===== src/inc/trig_pkg.sv =====
// shared constants, register layout and enumerations of the trigger block
package trig_pkg;
    localparam int SMP_W = 8;
    localparam int CNT_W = 24;
    localparam int CTRL_W = 14;
    localparam int APB_AW = 8;

    localparam logic [APB_AW-1:0] OFS_CTRL = 8'h00;
    localparam logic [APB_AW-1:0] OFS_LEVEL = 8'h04;
    localparam logic [APB_AW-1:0] OFS_WIDTH = 8'h08;
    localparam logic [APB_AW-1:0] OFS_DELAY = 8'h0C;
    localparam logic [APB_AW-1:0] OFS_CMD = 8'h10;
    localparam logic [APB_AW-1:0] OFS_STATUS = 8'h14;

    localparam int CTRL_TYPE_LSB = 0;
    localparam int CTRL_SRC_LSB = 3;
    localparam int CTRL_MODE_LSB = 6;
    localparam int CTRL_SLOPE_BIT = 8;
    localparam int CTRL_REL_LSB = 9;
    localparam int CTRL_BYEVT_BIT = 11;
    localparam int CTRL_RUNT_LSB = 12;
    localparam int LVL_TRIG_LSB = 0;
    localparam int LVL_LO_LSB = 8;
    localparam int LVL_HI_LSB = 16;
    localparam int CMD_ARM_BIT = 0;
    localparam int CMD_CLR_BIT = 1;
    localparam int STAT_ARMED_BIT = 0;
    localparam int STAT_TRIG_BIT = 1;
    localparam int STAT_AUTO_BIT = 2;
    localparam int STAT_SRC_LSB = 3;

    localparam logic [CTRL_W-1:0] CTRL_RST = 14'h0000;
    localparam logic [23:0] LEVEL_RST = 24'hC04080;
    localparam logic [CNT_W-1:0] WIDTH_RST = 24'h000010;
    localparam logic [CNT_W-1:0] DELAY_RST = 24'h000010;
    localparam logic ARMED_RST = 1'b1;

    localparam logic [2:0] SRC_EXT = 3'h4;
    localparam logic [2:0] SRC_MAINS = 3'h5;
    localparam logic [2:0] SRC_ALT = 3'h6;

    localparam int CLK_PERIOD_NS = 10;
    localparam int AUTO_WAIT_NS = 100000;
    localparam int AUTO_WAIT_CYC = AUTO_WAIT_NS / CLK_PERIOD_NS;

    typedef enum logic [2:0] {
        TT_EDGE, TT_DELAY, TT_WIDTH, TT_VIDEO, TT_RUNT, TT_SLEW, TT_TIMEOUT
    } trig_type_t;
    typedef enum logic [1:0] {MD_AUTO, MD_NORMAL, MD_SINGLE} trig_mode_t;
    typedef enum logic [1:0] {DS_IDLE, DS_COUNT, DS_OPEN} dly_state_t;
endpackage


===== src/inc/trig_src_if.sv =====
// carrier between the trigger core and its source picker
`timescale 1ns/1ps
`default_nettype none
interface trig_src_if;
    import trig_pkg::*;
    logic [3:0][SMP_W-1:0] samples;
    logic ext_lvl;
    logic mains_lvl;
    logic [2:0] sel;
    logic [SMP_W-1:0] level;
    logic [SMP_W-1:0] hi_thr;
    logic [SMP_W-1:0] lo_thr;
    logic is_hi;
    logic is_above;
    logic is_below;
    modport picker(input samples, ext_lvl, mains_lvl, sel, level, hi_thr,
        lo_thr, output is_hi, is_above, is_below);
    modport user(output samples, ext_lvl, mains_lvl, sel, level, hi_thr,
        lo_thr, input is_hi, is_above, is_below);
endinterface
`default_nettype wire


===== src/hdl/acquisition_trigger_logic.sv =====
// trigger qualification and acquisition arming with an APB register file
//
// Register access over APB and the placing of the registers were left to the implementer.
`timescale 1ns/1ps
`default_nettype none
module acquisition_trigger_logic
    import trig_pkg::*;
#(
    parameter int AUTO_CYCLES = AUTO_WAIT_CYC
) (
    input wire logic pclk,
    input wire logic presetn,
    input wire logic psel,
    input wire logic penable,
    input wire logic pwrite,
    input wire logic [APB_AW-1:0] paddr,
    input wire logic [31:0] pwdata,
    output logic [31:0] prdata,
    output logic pready,
    output logic pslverr,
    input wire logic [SMP_W-1:0] analog_input_one,
    input wire logic [SMP_W-1:0] analog_input_two,
    input wire logic [SMP_W-1:0] analog_input_three,
    input wire logic [SMP_W-1:0] analog_input_four,
    input wire logic external_trigger_pin,
    input wire logic mains_reference_source,
    input wire logic acq_rearm,
    output logic trig_pulse,
    output logic trig_internal,
    output logic armed
);
    localparam int AUTO_W = $clog2(AUTO_CYCLES + 1);
    localparam logic [AUTO_W-1:0] AUTO_LAST = AUTO_W'(AUTO_CYCLES - 1);

    typedef struct packed {
        logic [CTRL_W-1:0] ctrl;
        logic [23:0] lvl;
        logic [CNT_W-1:0] wid;
        logic [CNT_W-1:0] dly;
        logic [CNT_W-1:0] cnt;
        logic [CNT_W-1:0] dcnt;
        logic [AUTO_W-1:0] acnt;
        dly_state_t dst;
        logic armed;
        logic trig_flag;
        logic auto_flag;
        logic pulse;
        logic internal;
        logic [1:0] alt;
        logic hi_p;
        logic ab_p;
        logic bl_p;
        logic ext_p;
        logic pos_arm;
        logic neg_arm;
        logic [31:0] prdata;
    } state_t;

    localparam state_t Q_RST = '{
        ctrl: CTRL_RST, lvl: LEVEL_RST, wid: WIDTH_RST, dly: DELAY_RST,
        dst: DS_IDLE, armed: ARMED_RST, default: '0};

    state_t q;
    state_t n;

    ////////////////////////////////////////////////////////////////////////
    // helpers

    function automatic logic rel_ok(input logic [1:0] rel,
        input logic [CNT_W-1:0] meas, input logic [CNT_W-1:0] prog);
        logic r;
        unique case (rel)
            2'h0: r = meas > prog;
            2'h1: r = meas < prog;
            2'h2: r = meas == prog;
            2'h3: r = meas != prog;
        endcase
        return r;
    endfunction

    function automatic logic addr_known(input logic [APB_AW-1:0] a);
        return a == OFS_CTRL || a == OFS_LEVEL || a == OFS_WIDTH ||
            a == OFS_DELAY || a == OFS_CMD || a == OFS_STATUS;
    endfunction

    function automatic logic [CNT_W-1:0] sat_inc(input logic [CNT_W-1:0] c);
        return (&c) ? c : c + 1'b1;
    endfunction

    ////////////////////////////////////////////////////////////////////////
    // pins, source selection and level comparison

    logic ext_s;
    logic mains_s;
    trig_src_if src ();

    bit_sync u_ext_sync (
        .pclk(pclk),
        .presetn(presetn),
        .pin(external_trigger_pin),
        .level(ext_s)
    );

    bit_sync u_mains_sync (
        .pclk(pclk),
        .presetn(presetn),
        .pin(mains_reference_source),
        .level(mains_s)
    );

    trig_src_pick u_pick (
        .pclk(pclk),
        .presetn(presetn),
        .src(src)
    );

    trig_type_t ttype;
    trig_mode_t mode;
    logic [2:0] src_cfg;
    logic [2:0] eff_sel;
    logic slope;
    logic [1:0] rel;
    logic [1:0] runt_sel;
    logic by_event;

    assign ttype = trig_type_t'(q.ctrl[CTRL_TYPE_LSB +: 3]);
    assign mode = trig_mode_t'(q.ctrl[CTRL_MODE_LSB +: 2]);
    assign src_cfg = q.ctrl[CTRL_SRC_LSB +: 3];
    assign slope = q.ctrl[CTRL_SLOPE_BIT];
    assign rel = q.ctrl[CTRL_REL_LSB +: 2];
    assign runt_sel = q.ctrl[CTRL_RUNT_LSB +: 2];
    assign by_event = q.ctrl[CTRL_BYEVT_BIT];
    // alternate walks the four channels, one step per trigger
    assign eff_sel = (src_cfg == SRC_ALT) ? {1'b0, q.alt} : src_cfg;

    assign src.samples = {analog_input_four, analog_input_three,
        analog_input_two, analog_input_one};
    assign src.ext_lvl = ext_s;
    assign src.mains_lvl = mains_s;
    assign src.sel = eff_sel;
    assign src.level = q.lvl[LVL_TRIG_LSB +: SMP_W];
    assign src.lo_thr = q.lvl[LVL_LO_LSB +: SMP_W];
    assign src.hi_thr = q.lvl[LVL_HI_LSB +: SMP_W];

    ////////////////////////////////////////////////////////////////////////
    // next state

    logic hi;
    logic ab;
    logic bl;
    logic rise;
    logic fall;
    logic edge_evt;
    logic pos_set;
    logic neg_set;
    logic dly_evt;
    logic real_evt;
    logic fire;
    logic auto_fire;
    logic lvl_match;
    logic wr;

    always_comb begin
        n = q;
        hi = src.is_hi;
        ab = src.is_above;
        bl = src.is_below;
        rise = hi & ~q.hi_p;
        fall = ~hi & q.hi_p;
        edge_evt = slope ? fall : rise;
        pos_set = ~bl & q.bl_p & ~ab;
        neg_set = ~ab & q.ab_p & ~bl;
        dly_evt = ext_s & ~q.ext_p;
        real_evt = 1'b0;
        fire = 1'b0;
        auto_fire = 1'b0;
        lvl_match = 1'b0;
        wr = psel & penable & pwrite;

        n.hi_p = hi;
        n.ab_p = ab;
        n.bl_p = bl;
        n.ext_p = ext_s;
        // an excursion is open between leaving one threshold and a return
        if (ab || bl) begin
            n.pos_arm = 1'b0;
            n.neg_arm = 1'b0;
        end
        if (pos_set) begin
            n.pos_arm = 1'b1;
        end
        if (neg_set) begin
            n.neg_arm = 1'b1;
        end

        // register writes come first so that a trigger in the same
        // cycle still sets its flag over a software clear
        if (psel && !penable) begin
            n.prdata = '0;
            unique case (paddr)
                OFS_CTRL: n.prdata[CTRL_W-1:0] = q.ctrl;
                OFS_LEVEL: n.prdata[23:0] = q.lvl;
                OFS_WIDTH: n.prdata[CNT_W-1:0] = q.wid;
                OFS_DELAY: n.prdata[CNT_W-1:0] = q.dly;
                OFS_STATUS: begin
                    n.prdata[STAT_ARMED_BIT] = q.armed;
                    n.prdata[STAT_TRIG_BIT] = q.trig_flag;
                    n.prdata[STAT_AUTO_BIT] = q.auto_flag;
                    n.prdata[STAT_SRC_LSB +: 3] = eff_sel;
                end
                default: n.prdata = '0;
            endcase
        end
        if (wr) begin
            unique case (paddr)
                OFS_CTRL: n.ctrl = pwdata[CTRL_W-1:0];
                OFS_LEVEL: n.lvl = pwdata[23:0];
                OFS_WIDTH: n.wid = pwdata[CNT_W-1:0];
                OFS_DELAY: n.dly = pwdata[CNT_W-1:0];
                OFS_CMD: begin
                    if (pwdata[CMD_ARM_BIT]) begin
                        n.armed = 1'b1;
                    end
                    if (pwdata[CMD_CLR_BIT]) begin
                        n.trig_flag = 1'b0;
                    end
                end
                default: n.armed = n.armed;
            endcase
        end

        // shared measuring counter; only the active type uses it
        unique case (ttype)
            TT_EDGE: real_evt = edge_evt;
            TT_DELAY: real_evt = 1'b0;
            TT_WIDTH: begin
                n.cnt = edge_evt ? CNT_W'(1) : sat_inc(q.cnt);
                if (slope ? rise : fall) begin
                    real_evt = rel_ok(rel, q.cnt, q.wid);
                end
            end
            TT_VIDEO: begin
                n.cnt = (bl && !q.bl_p) ? CNT_W'(1) : sat_inc(q.cnt);
                if (!bl && q.bl_p) begin
                    // a long sync marks a field, a short one a line
                    unique case (rel)
                        2'h0: real_evt = q.cnt > q.wid;
                        2'h1: real_evt = q.cnt <= q.wid;
                        default: real_evt = 1'b1;
                    endcase
                end
            end
            TT_RUNT: begin
                if (runt_sel != 2'h1 && q.pos_arm && bl && !q.bl_p) begin
                    real_evt = 1'b1;
                end
                if (runt_sel != 2'h0 && q.neg_arm && ab && !q.ab_p) begin
                    real_evt = 1'b1;
                end
            end
            TT_SLEW: begin
                n.cnt = (slope ? neg_set : pos_set) ? CNT_W'(1) :
                    sat_inc(q.cnt);
                if (!slope && (q.pos_arm || q.bl_p) && ab && !q.ab_p) begin
                    real_evt = rel_ok(rel, q.bl_p ? '0 : q.cnt, q.wid);
                end
                if (slope && (q.neg_arm || q.ab_p) && bl && !q.bl_p) begin
                    real_evt = rel_ok(rel, q.ab_p ? '0 : q.cnt, q.wid);
                end
            end
            TT_TIMEOUT: begin
                n.cnt = (rise || fall) ? CNT_W'(1) : sat_inc(q.cnt);
                unique case (rel)
                    2'h0: lvl_match = hi;
                    2'h1: lvl_match = ~hi;
                    default: lvl_match = 1'b1;
                endcase
                if (!rise && !fall && lvl_match && q.cnt == q.wid) begin
                    real_evt = 1'b1;
                end
            end
            default: real_evt = 1'b0;
        endcase

        // delay sequencer holds the edge trigger off
        if (ttype != TT_DELAY) begin
            n.dst = DS_IDLE;
        end else begin
            unique case (q.dst)
                DS_IDLE: begin
                    if (dly_evt) begin
                        n.dcnt = by_event ? CNT_W'(1) : '0;
                        n.dst = DS_COUNT;
                    end
                end
                DS_COUNT: begin
                    if (q.dcnt >= q.dly) begin
                        n.dst = DS_OPEN;
                    end else if (!by_event || dly_evt) begin
                        n.dcnt = q.dcnt + 1'b1;
                    end
                end
                DS_OPEN: begin
                    if (edge_evt) begin
                        real_evt = 1'b1;
                        n.dst = DS_IDLE;
                    end
                end
            endcase
        end

        // arming and modes
        if (mode != MD_SINGLE && acq_rearm) begin
            n.armed = 1'b1;
        end
        if (!q.armed || real_evt || mode != MD_AUTO) begin
            n.acnt = '0;
        end else begin
            n.acnt = q.acnt + 1'b1;
        end
        if (q.armed) begin
            if (real_evt) begin
                fire = 1'b1;
            end else if (mode == MD_AUTO && q.acnt == AUTO_LAST) begin
                fire = 1'b1;
                auto_fire = 1'b1;
            end
        end
        n.pulse = fire;
        n.internal = auto_fire;
        if (fire) begin
            n.armed = 1'b0;
            n.trig_flag = 1'b1;
            n.auto_flag = auto_fire;
            if (src_cfg == SRC_ALT) begin
                n.alt = q.alt + 1'b1;
            end
        end
    end

    always_ff @(posedge pclk or negedge presetn) begin
        if (!presetn) begin
            q <= Q_RST;
        end else begin
            q <= n;
        end
    end

    ////////////////////////////////////////////////////////////////////////
    // outputs

    // zero wait states: read data was latched in the setup cycle
    assign pready = 1'b1;
    assign pslverr = psel & penable & ~addr_known(paddr);
    assign prdata = q.prdata;
    assign trig_pulse = q.pulse;
    assign trig_internal = q.internal;
    assign armed = q.armed;
endmodule
`default_nettype wire


===== src/hdl/bit_sync.sv =====
// two flip-flop synchroniser for one asynchronous pin
`timescale 1ns/1ps
`default_nettype none
module bit_sync (
    input wire logic pclk,
    input wire logic presetn,
    input wire logic pin,
    output logic level
);
    typedef struct packed {
        logic meta;
        logic sync;
    } sync_t;
    sync_t q;
    sync_t d;

    always_comb begin
        d = q;
        d.meta = pin;
        d.sync = q.meta;
    end

    always_ff @(posedge pclk or negedge presetn) begin
        if (!presetn) begin
            q <= '0;
        end else begin
            q <= d;
        end
    end

    assign level = q.sync;
endmodule
`default_nettype wire


===== src/hdl/trig_src_pick.sv =====
// source picker: selects one input and compares a channel with the levels; a pin passes its level through
`timescale 1ns/1ps
`default_nettype none
module trig_src_pick
    import trig_pkg::*;
(
    input wire logic pclk,
    input wire logic presetn,
    trig_src_if.picker src
);
    typedef struct packed {
        logic hi;
        logic above;
        logic below;
    } pick_t;
    pick_t q;
    pick_t d;

    always_comb begin
        d = '0;
        if (!src.sel[2]) begin
            d.hi = src.samples[src.sel[1:0]] >= src.level;
            d.above = src.samples[src.sel[1:0]] >= src.hi_thr;
            d.below = src.samples[src.sel[1:0]] <= src.lo_thr;
        end else if (src.sel == SRC_EXT) begin
            d.hi = src.ext_lvl;
            d.above = src.ext_lvl;
            d.below = ~src.ext_lvl;
        end else if (src.sel == SRC_MAINS) begin
            d.hi = src.mains_lvl;
            d.above = src.mains_lvl;
            d.below = ~src.mains_lvl;
        end
    end

    always_ff @(posedge pclk or negedge presetn) begin
        if (!presetn) begin
            q <= '0;
        end else begin
            q <= d;
        end
    end

    assign src.is_hi = q.hi;
    assign src.is_above = q.above;
    assign src.is_below = q.below;
endmodule
`default_nettype wire


===== config.mk =====
export PLATFORM = sky130hd
export DESIGN_NAME = acquisition_trigger_logic
export DESIGN_NICKNAME = d
export VERILOG_FILES = /design/src/inc/trig_pkg.sv /design/src/inc/trig_src_if.sv /design/src/hdl/acquisition_trigger_logic.sv /design/src/hdl/bit_sync.sv /design/src/hdl/trig_src_pick.sv
export SDC_FILE = /design/constraint.sdc
export NUM_CORES = 1
export LEC_CHECK = 0
export ABC_AREA = 1
export BUFFER_PORTS_ARGS = -buffer_cell sky130_fd_sc_hd__buf_4
export CAP_MARGIN = 20
export CORE_ASPECT_RATIO = 0.8
export CORE_MARGIN = 2
export CORE_UTILIZATION = 40
export CTS_BUF_LIST = sky130_fd_sc_hd__clkbuf_8
export CTS_CLUSTER_DIAMETER = 80
export CTS_CLUSTER_SIZE = 16
export DETAILED_ROUTE_END_ITERATION = 16
export SLEW_MARGIN = 20
export SYNTH_ARGS = -nofsm -noshare
export SYNTH_HDL_FRONTEND = slang
export SYNTH_SLANG_ARGS = --single-unit
export TNS_END_PERCENT = 5

===== constraint.sdc =====
create_clock -name pclk -period 3.41 [get_ports pclk]
set_clock_uncertainty 0.2 [all_clocks]
set_input_delay 0.682 -clock pclk [delete_from_list [all_inputs] [get_ports pclk]]
set_output_delay 0.682 -clock pclk [all_outputs]
set_load 0.03 [all_outputs]

# --- Yosys cells after proc, flatten, opt, wreduce, memory -nomap -nowiden ---
# Index checks and enable logic that the tools add are counted.
word_totals:
  register_bits: 194
  inputBits: 80
  output_inout_bits: 37
op_classes:
  n_addsub: 4
  magnitude_cmp: 12
  eq_ne: 34
  n_mux: 63
  n_bitwise: 19
  reduce_logical: 68
ops:
  columns: ["operator", "count"]
  rows:
  - ["$mux W24", 10]
  - ["$pmux W24 S4", 1]
  - ["$eq A24 B24 Y1", 3]
  - ["$gt A24 B24 Y1", 3]
  - ["$lt A24 B24 Y1", 3]
  - ["$ne A24 B24 Y1", 3]
  - ["$add A24 B1 Y24 const B", 2]
  - ["$pmux W24 S2", 1]
  - ["$pmux W8 S4", 1]
  - ["$pmux W10 S3", 1]
  - ["$pmux W6 S5", 1]
  - ["$mux W1", 27]
  - ["$ge A24 B24 Y1", 1]
  - ["$le A24 B24 Y1", 1]
  - ["$reduce_and A24 Y1", 1]
  - ["$logic_and A1 B1 Y1", 20]
  - ["$eq A3 B3 Y1 const B", 6]
  - ["$bmux W8 S2", 1]
  - ["$eq A8 B4 Y1 const B", 2]
  - ["$eq A8 B5 Y1 const B", 2]
  - ["$ge A8 B8 Y1", 2]
  - ["$reduce_bool A2 Y1", 8]
  - ["$mux W3", 5]
  - ["$add A14 B1 Y14 const B", 1]
  - ["other kinds (31)", 94]

# --- Longest topological paths before layout ---
# Gate-level depths: netlist of the first run.
logic_depth:
  ltp_word: 15
  mapped_depth: 24
  ltp_nobuf: 22

# --- Cells and area by module ---
# Synthesis of the first run repeated with hierarchy kept, for this count alone.
hier_totals:
  hier_cells: 1799
  area_unflattened_um2: 13499.2
modules_own_cells:
  columns: ["mod", "n_inst", "cells_per_inst", "area_each_um2", "seq_area_each_um2"]
  rows:
  - ["acquisition_trigger_logic", 1, 1628, 12314.3, 4688.2]
  - ["trig_src_pick", 1, 167, 1084.8, 75.1]
  - ["bit_sync", 2, 2, 50.0, 50.0]

# --- Worst setup path before layout of the first run ---
# OpenSTA, ideal clock, no wires.
synth_timing:
  kind: "input-to-output"
  start: "in paddr[1]"
  end: "out pslverr"
  arrival_time_ps: 2306
  t_required_ps: 2528
  slack_ps: 222
  cell_stages: 9
  path_buffers: 1
  path_cell_list: "nor2_2 -> inv_1 -> nor3_1 -> inv_1 -> nor2_2 -> inv_2 -> buf_2 -> nand4_1 -> nor4_1"
synth_between:
  elab_chain_cells: 8
synth_rtl:
  columns: ["item", "line", "source"]
  rows:
  - ["start: declaration", "acquisition_trigger_logic.sv:16", "input wire logic [APB_AW-1:0] paddr,"]
  - ["$eq A8 B3 Y1 or $logic_not A8 Y1 (tied branches)", "acquisition_trigger_logic.sv:82", "return a == OFS_CTRL || a == OFS_LEVEL || a == OFS_WIDTH ||"]
  - ["$logic_or A1 B1 Y1 (3 in a row)", "acquisition_trigger_logic.sv:82", null]
  - ["$logic_or A1 B1 Y1", "acquisition_trigger_logic.sv:83", "a == OFS_DELAY || a == OFS_CMD || a == OFS_STATUS;"]
  - ["$logic_or A1 B1 Y1 (*)", "acquisition_trigger_logic.sv:83", null]
  - ["$not A1 Y1 (*)", "acquisition_trigger_logic.sv:354", "assign pslverr = psel & penable & ~addr_known(paddr);"]
  - ["$and A1 B1 Y1 (*)", "acquisition_trigger_logic.sv:354", null]
  - ["end: declaration", "acquisition_trigger_logic.sv:20", "output logic pslverr,"]
# Every way passes the cells marked *; elsewhere a longest branch is shown, timed or not.

==> results of run 1 <==
==> cell families (layout without fill, tap and decap cells) <==
kind of cell	after synthesis	after routing	synth area share [%]
AND/OR/NAND/NOR	697	697	24.3
adder cells (fa/ha/maj)	129	129	12.2
AO/OA/AOI/OAI	333	333	14.2
buffers and inverters	330	421	10.6
other	2	9	0.0566
flip-flops	194	194	36.6
XOR/XNOR	31	31	2.04
==> worst paths after layout <==
kind,startpoint,endpoint,cells past startpoint
hold reg to reg,u_mains_sync.d[0],u_mains_sync.level,0
min in group asynchronous,presetn,u_mains_sync.d[0],2
max in group asynchronous,presetn,q[179],3
setup / recovery,q[184],u_pick.src.is_above,19
setup reg to reg,q[184],u_pick.src.is_above,19
hold / removal,external_trigger_pin,u_ext_sync.d[0],1
==> Yosys cell counts, drive strengths merged, types with 4 or more instances <==
cell type / count / area share [%]
nor3b: 5 / 0.43
nor3: 48 / 2.6
dfstp: 7 / 1.4
nand3: 73 / 2.9
a221oi: 16 / 1.1
nand4: 28 / 1.6
o21ai: 145 / 5.5
o21a: 7 / 0.40
clkbuf: 25 / 0.71
nand2: 364 / 11
inv: 248 / 7.0
nor4: 8 / 0.58
xnor2: 6 / 0.40
a21oi: 104 / 3.9
o21bai: 6 / 0.34
xor2: 25 / 1.6
buf: 55 / 2.8
ha: 129 / 12
dfrtp: 187 / 35
nor2: 164 / 5.2
a21o: 4 / 0.23
o22ai: 32 / 1.5
==> critical path, stage by stage, from the launching register on <==
cell and delay (ns):
dfrtp_1 0.41, inv_1 0.09, nand2_1 0.11, nor2_4 0.05, a21oi_1 0.16, buf_4 0.21
nand2_1 0.10, buf_4 0.17, o22ai_1 0.15, a21oi_1 0.06, buf_4 0.16, ha_1 0.27
a21oi_1 0.16, o21bai_1 0.08, a21oi_1 0.13, o21bai_1 0.07, a21oi_1 0.18, nor2_1 0.05
o21ai_0 0.16, nand2_1 0.07
==> repair_timing <==
action | in CTS | in global routing
hold endpoints to repair | 29 | 0
setup endpoints to repair | 0 | 2
resized for setup | 0 | 2
hold buffers | 1 | 0
==> metrics by stage <==
stage,power (mW),instance area [sq um]
floorplan,2.88,13300
global placement,3.13,14500
detailed placement,3.15,14500
CTS,4.83,14900
global route,5.02,14900
finish,4.79,14900
==> per-layer routing <==
layer  up-vias  wire length, microns  global-route usage [%]
met5         -                     9                       0
li1       5800                     -                       -
met2       306                 16200                    32.7
met1      5489                 18700                    32.5
met3        29                  2200                    4.09
met4         2                   360                    3.92
==> layout make-up <==
type                       count  area [sq um]
clock buffer                  17           234
sequential                   194          4860
fill                        3345         17700
timing repair buffer         139          1090
inverter                     250           941
multi-input combinational   1199          7040
tap                          427           534
clock inverter                15           191
==> power by group through the flow <==
stage	sequential (mW)	combinational, mW	clock, mW
floorplan	2.44	0.437	0
global placement	2.45	0.680	0
detailed placement	2.46	0.693	0
CTS	2.41	0.700	1.72
global route	2.42	0.788	1.81
finish	2.41	0.696	1.68
==> results.ini, run 1 <==
[placed_design]
dp_hpwl_mm = 29.1
place_congestion = 0.864
place_inst = 2208
numPortBuffers = 99
dp_slack_ns = 0.270

[detailed_routing]
ant_nets = 0
avgViaCountPerCell = 5.19
drcViolationCount = 0
drt_pre_antenna_iters = 6
wire_per_inst_microns = 16.7
num_vias = 11600
first_iter_violations = 791
wirelength_mm = 37.5

[pwr]
p_switching_mw = 1.43
switching_share_pct = 29.8
ir_worst_vdd_mv = 0.398
p_comb_share_pct = 14.5
power_density_mw_per_mm2 = 322
seqPwrFrac_pct = 50.3
p_leak_nw = 7.12
p_int_mw = 3.36
clockPowerShare_pct = 35.2

[sta]
rsz0062_at_grt = no
setup_violations = 0
tightest_slew_ns = 0.674
period_needed_ns = 3.16
timing.final.hold_violations = 0
whs_ns = 0.0858
period_share_pct = 92.6
setup_tns_ns = 0
maxSlewHeadroom_pct = 55.1
max_freq_mhz = 317
report.final.slew_viol_count = 0
finalWorstSetupSlack_ns = 0.253

[floorplanning]
die_h_microns = 167
row_count = 59
fp.dieW_microns = 208
core_area_sq_mm = 0.0326
start_util_pct = 40.7
die_area_sq_mm = 0.0347
io_pins = 117

[worst_setup_path]
critPathKind = register to register
rrSetupSlack_ns = 0.25
start_kind = register
critPathArrivalTime_ns = 3.34
crit_required_ns = 3.59
crit_path_end_kind = register
worstPathMaxFanout = 10

[final_layout]
final_common_cell = nand2_1
final_cells = 2241
largest_reg_flops = 157
final_util_pct = 45.6
antennaDiodeCount = 0
drive_above_1_share_pct = 14.1
syn2layout_area_growth_pct = 12.1
largest_register = q
nets = 2010
layout_common_cells = 354 x nand2_1, 237 x inv_1, 187 x dfrtp_1

[flow_run]
drv_cap = 0

[synthesis]
ys_async_sr_fraction_pct = 100
synth_seq_area_share_pct = 36.6
ys.flop_type = dfrtp_1
ys_warn_count = 0
synth_enable_flop_cells = 0
postSynthCellCount = 1716
yosysUniqueCellTypes = 61
avgSynthCellArea_sq_um = 7.74
netlist_area_sq_mm = 0.0133
synth-seq-cells = 194

[global_routing]
gr-total-overflow = 0
antenna_found_initial = 1
grt_pass1_vias = 10800
grt_start_max_net_pins = 68
grt_pass1_wl_mm = 59.7
grt_usage_pct = 21.7

[clock_tree]
clkTransAtPathRegs_ns = 0.11
cts_buffers = 17
cts_tree = yes
clk_latency_ns = 0.50
post_cts_buffers = 0
cts-root-buf = clkbuf_8
cts_sinks = 194
cts_max_level = 4
cts.path.max_buffers = 2

[outcome]
status = finished, final reports clean

[hold_path]
min_path_type = input pin to register

Note: power is estimated with default switching activity, not from simulation.
==> inputs of run 2 (changes only) <==
--- a/config.mk
+++ b/config.mk
@@ -15,6 +15,8 @@
 export CTS_CLUSTER_DIAMETER = 80
 export CTS_CLUSTER_SIZE = 16
 export DETAILED_ROUTE_END_ITERATION = 16
+export MAX_ROUTING_LAYER = met4
+export RECOVER_POWER = 50
 export SLEW_MARGIN = 20
 export SYNTH_ARGS = -nofsm -noshare
 export SYNTH_HDL_FRONTEND = slang
==> results.ini, run 2 (synthesized netlist as in run 1, its figures left out) <==
[worst_setup_path]
start_kind = register
cp_num_buf_inv = 4  ; unchanged
r2r_cells = 19  ; unchanged
cpMostUsedCell = a21oi_1
cp_cell_sequence = inv_1 > nand2_1 > nor2_4 > a21oi_1 > buf_4 > nand2_1 > buf_4 > o22ai_1 > a21oi_1 > buf_4 > ha_1 > a21oi_1 > o21bai_1 > a21oi_1 > o21bai_1 > a21oi_1 > nor2_1 > o21ai_0 > nand2_1
critPathSlowestCell = dfrtp_1
r2r_start = q[184]
rrSetupSlack_ns = 0.23  ; -0.02 ns
cp_slowest_stage_delay_ns = 0.41  ; about the same
critPathKind = register to register
worstPathMaxFanout = 10  ; unchanged
crit_path_end_kind = register
crit_family = compound AO/OA/AOI/OAI gates
r2r-end = u_pick.src.is_above
critPathArrivalTime_ns = 3.36  ; +0.02 ns
crit_required_ns = 3.59  ; about the same

[hold_path]
min_path_type = input pin to register
hold_end = u_ext_sync.d[0]
min_from = external_trigger_pin
min_path_cells = 1  ; unchanged

[clock_tree]
cts-root-buf = clkbuf_8
clk_latency_ns = 0.50  ; about the same
clkTransAtPathRegs_ns = 0.11  ; about the same
cts_sinks = 194  ; unchanged
cts.path.max_buffers = 2  ; unchanged
cts_tree = yes
cts_max_level = 4  ; unchanged
post_cts_buffers = 0  ; unchanged
cts_buffers = 17  ; unchanged

[global_routing]
grt_pass1_wl_mm = 59.7  ; unchanged
gr-total-overflow = 0  ; unchanged
grt_pass1_vias = 10900  ; +0.14%
antenna_found_initial = 1  ; unchanged
grt_usage_pct = 22.4  ; +0.67 points
grt_start_max_net_pins = 68  ; unchanged

[final_layout]
final_util_pct = 45.5  ; -0.12 points
nFillCells = 3353  ; +0.24%
regArea_sq_mm = 0.00486  ; unchanged
final_common_cell = nand2_1
layout_common_cells = 354 x nand2_1, 237 x inv_1, 187 x dfrtp_1
syn2layout_area_growth_pct = 11.8
largest_register = q
drive_above_1_share_pct = 13.8  ; -0.22 points
multiInputGateArea_sq_mm = 0.00703  ; -0.12%
nets = 2010  ; unchanged
largest_reg_flops = 157  ; unchanged

[pwr]
power_density_mw_per_mm2 = 322  ; +0.12%
ir_worst_vdd_mv = 0.398  ; about the same
p_leak_nw = 7.10  ; -0.31%

[floorplanning]
die_area_sq_mm = 0.0347  ; unchanged
start_util_pct = 40.7  ; unchanged
core_area_sq_mm = 0.0326  ; unchanged
row_count = 59  ; unchanged
die_h_microns = 167  ; unchanged
fp.dieW_microns = 208  ; unchanged
io_pins = 117  ; unchanged

[sta]
period_share_pct = 93.3  ; +0.70 points
report.final.slew_viol_count = 67  ; +67
rsz0062_at_grt = no
setup_violations = 0  ; unchanged
maxSlewHeadroom_pct = -18.0  ; -73 points
setup_tns_ns = 0  ; unchanged
timing.final.hold_violations = 0  ; unchanged
max_freq_mhz = 314  ; -0.75%
period_needed_ns = 3.18  ; +0.0240 ns
tightest_slew_ns = 1.77  ; +1.10 ns

[detailed_routing]
wirelength_mm = 37.6  ; +0.24%
drt_pre_antenna_iters = 5  ; -1
num_vias = 11700  ; +0.35%
drcViolationCount = 0  ; unchanged
avgViaCountPerCell = 5.20  ; +0.31%
first_iter_violations = 824  ; +4.2%
wire_per_inst_microns = 16.7  ; +0.19%
ant_nets = 0  ; unchanged

[placed_design]
dp_hpwl_mm = 29.1  ; unchanged
place_congestion = 0.878  ; +1.6%
numPortBuffers = 99  ; unchanged

[outcome]
status = complete, but fails checks
violations = max-capacitance violations, max-slew violations

[flow_run]
drv_cap = 1  ; +1

-- run 2: final cells by class --
type / count / share of cell area (%)
multi-input combinational: 1199 / 47.3
tap: 427 / 3.60
timing repair buffer: 139 / 7.11
sequential: 194 / 32.7
clock inverter: 15 / 1.29
antenna: 1 / 0.0168
clock buffer: 17 / 1.58
inverter: 250 / 6.33
-- run 2: worst max-delay path by stage --
stage / endpoint / slack (ns) / from / cells after the start
2_1_floorplan: pslverr / 0.22 / paddr[1] / 9
4_1_cts: u_pick.src.is_above / 0.23 / q[184] / 19
5_1_grt: u_pick.src.is_above / 0.001 / q[184] / 20
3_5_place_dp: u_pick.src.is_above / 0.27 / q[184] / 19
3_3_place_gp: u_pick.src.is_above / 0.30 / q[184] / 20
6_report: u_pick.src.is_above / 0.23 / q[184] / 19
-- run 2: repair_timing --
item,CTS,global route
hold buffers,1,0
hold endpoints to repair,29,0
resized for setup,0,2
endpoints found under the setup margin,0,2
-- run 2: layer usage --
metal | routed length [microns] | global-route usage [%]
met1 | 18700 | 32.7
met4 | 373 | 4.38
met2 | 16200 | 32.7
met5 | 0 | -
met3 | 2310 | 3.71
-- run 2: per-stage QoR --
| stage | instances | area, sq um | setup WS (ns) | hold slack, ns | power [mW] |
|---|---|---|---|---|---|
| 6_report | 2242 | 14900 | 0.229 | 0.106 | 4.78 |
| 5_1_grt | 2242 | 14900 | 0.00126 | 0.0716 | 5.02 |
| 4_1_cts | 2241 | 14900 | 0.233 | 0.0514 | 4.83 |
| 2_1_floorplan | 1723 | 13300 | 0.222 | 0.131 | 2.88 |
| 3_3_place_gp | 2208 | 14500 | 0.295 | 0.132 | 3.13 |
| 3_5_place_dp | 2208 | 14500 | 0.270 | 0.136 | 3.15 |
-- run 2: power by group --
| part | switching [mW] | total, mW | internal, mW |
|---|---|---|---|
| logic | 0.436 | 0.689 | 0.254 |
| registers | 0.0538 | 2.41 | 2.36 |
| clock network | 0.936 | 1.68 | 0.748 |
| total | 1.43 | 4.78 | 3.36 |
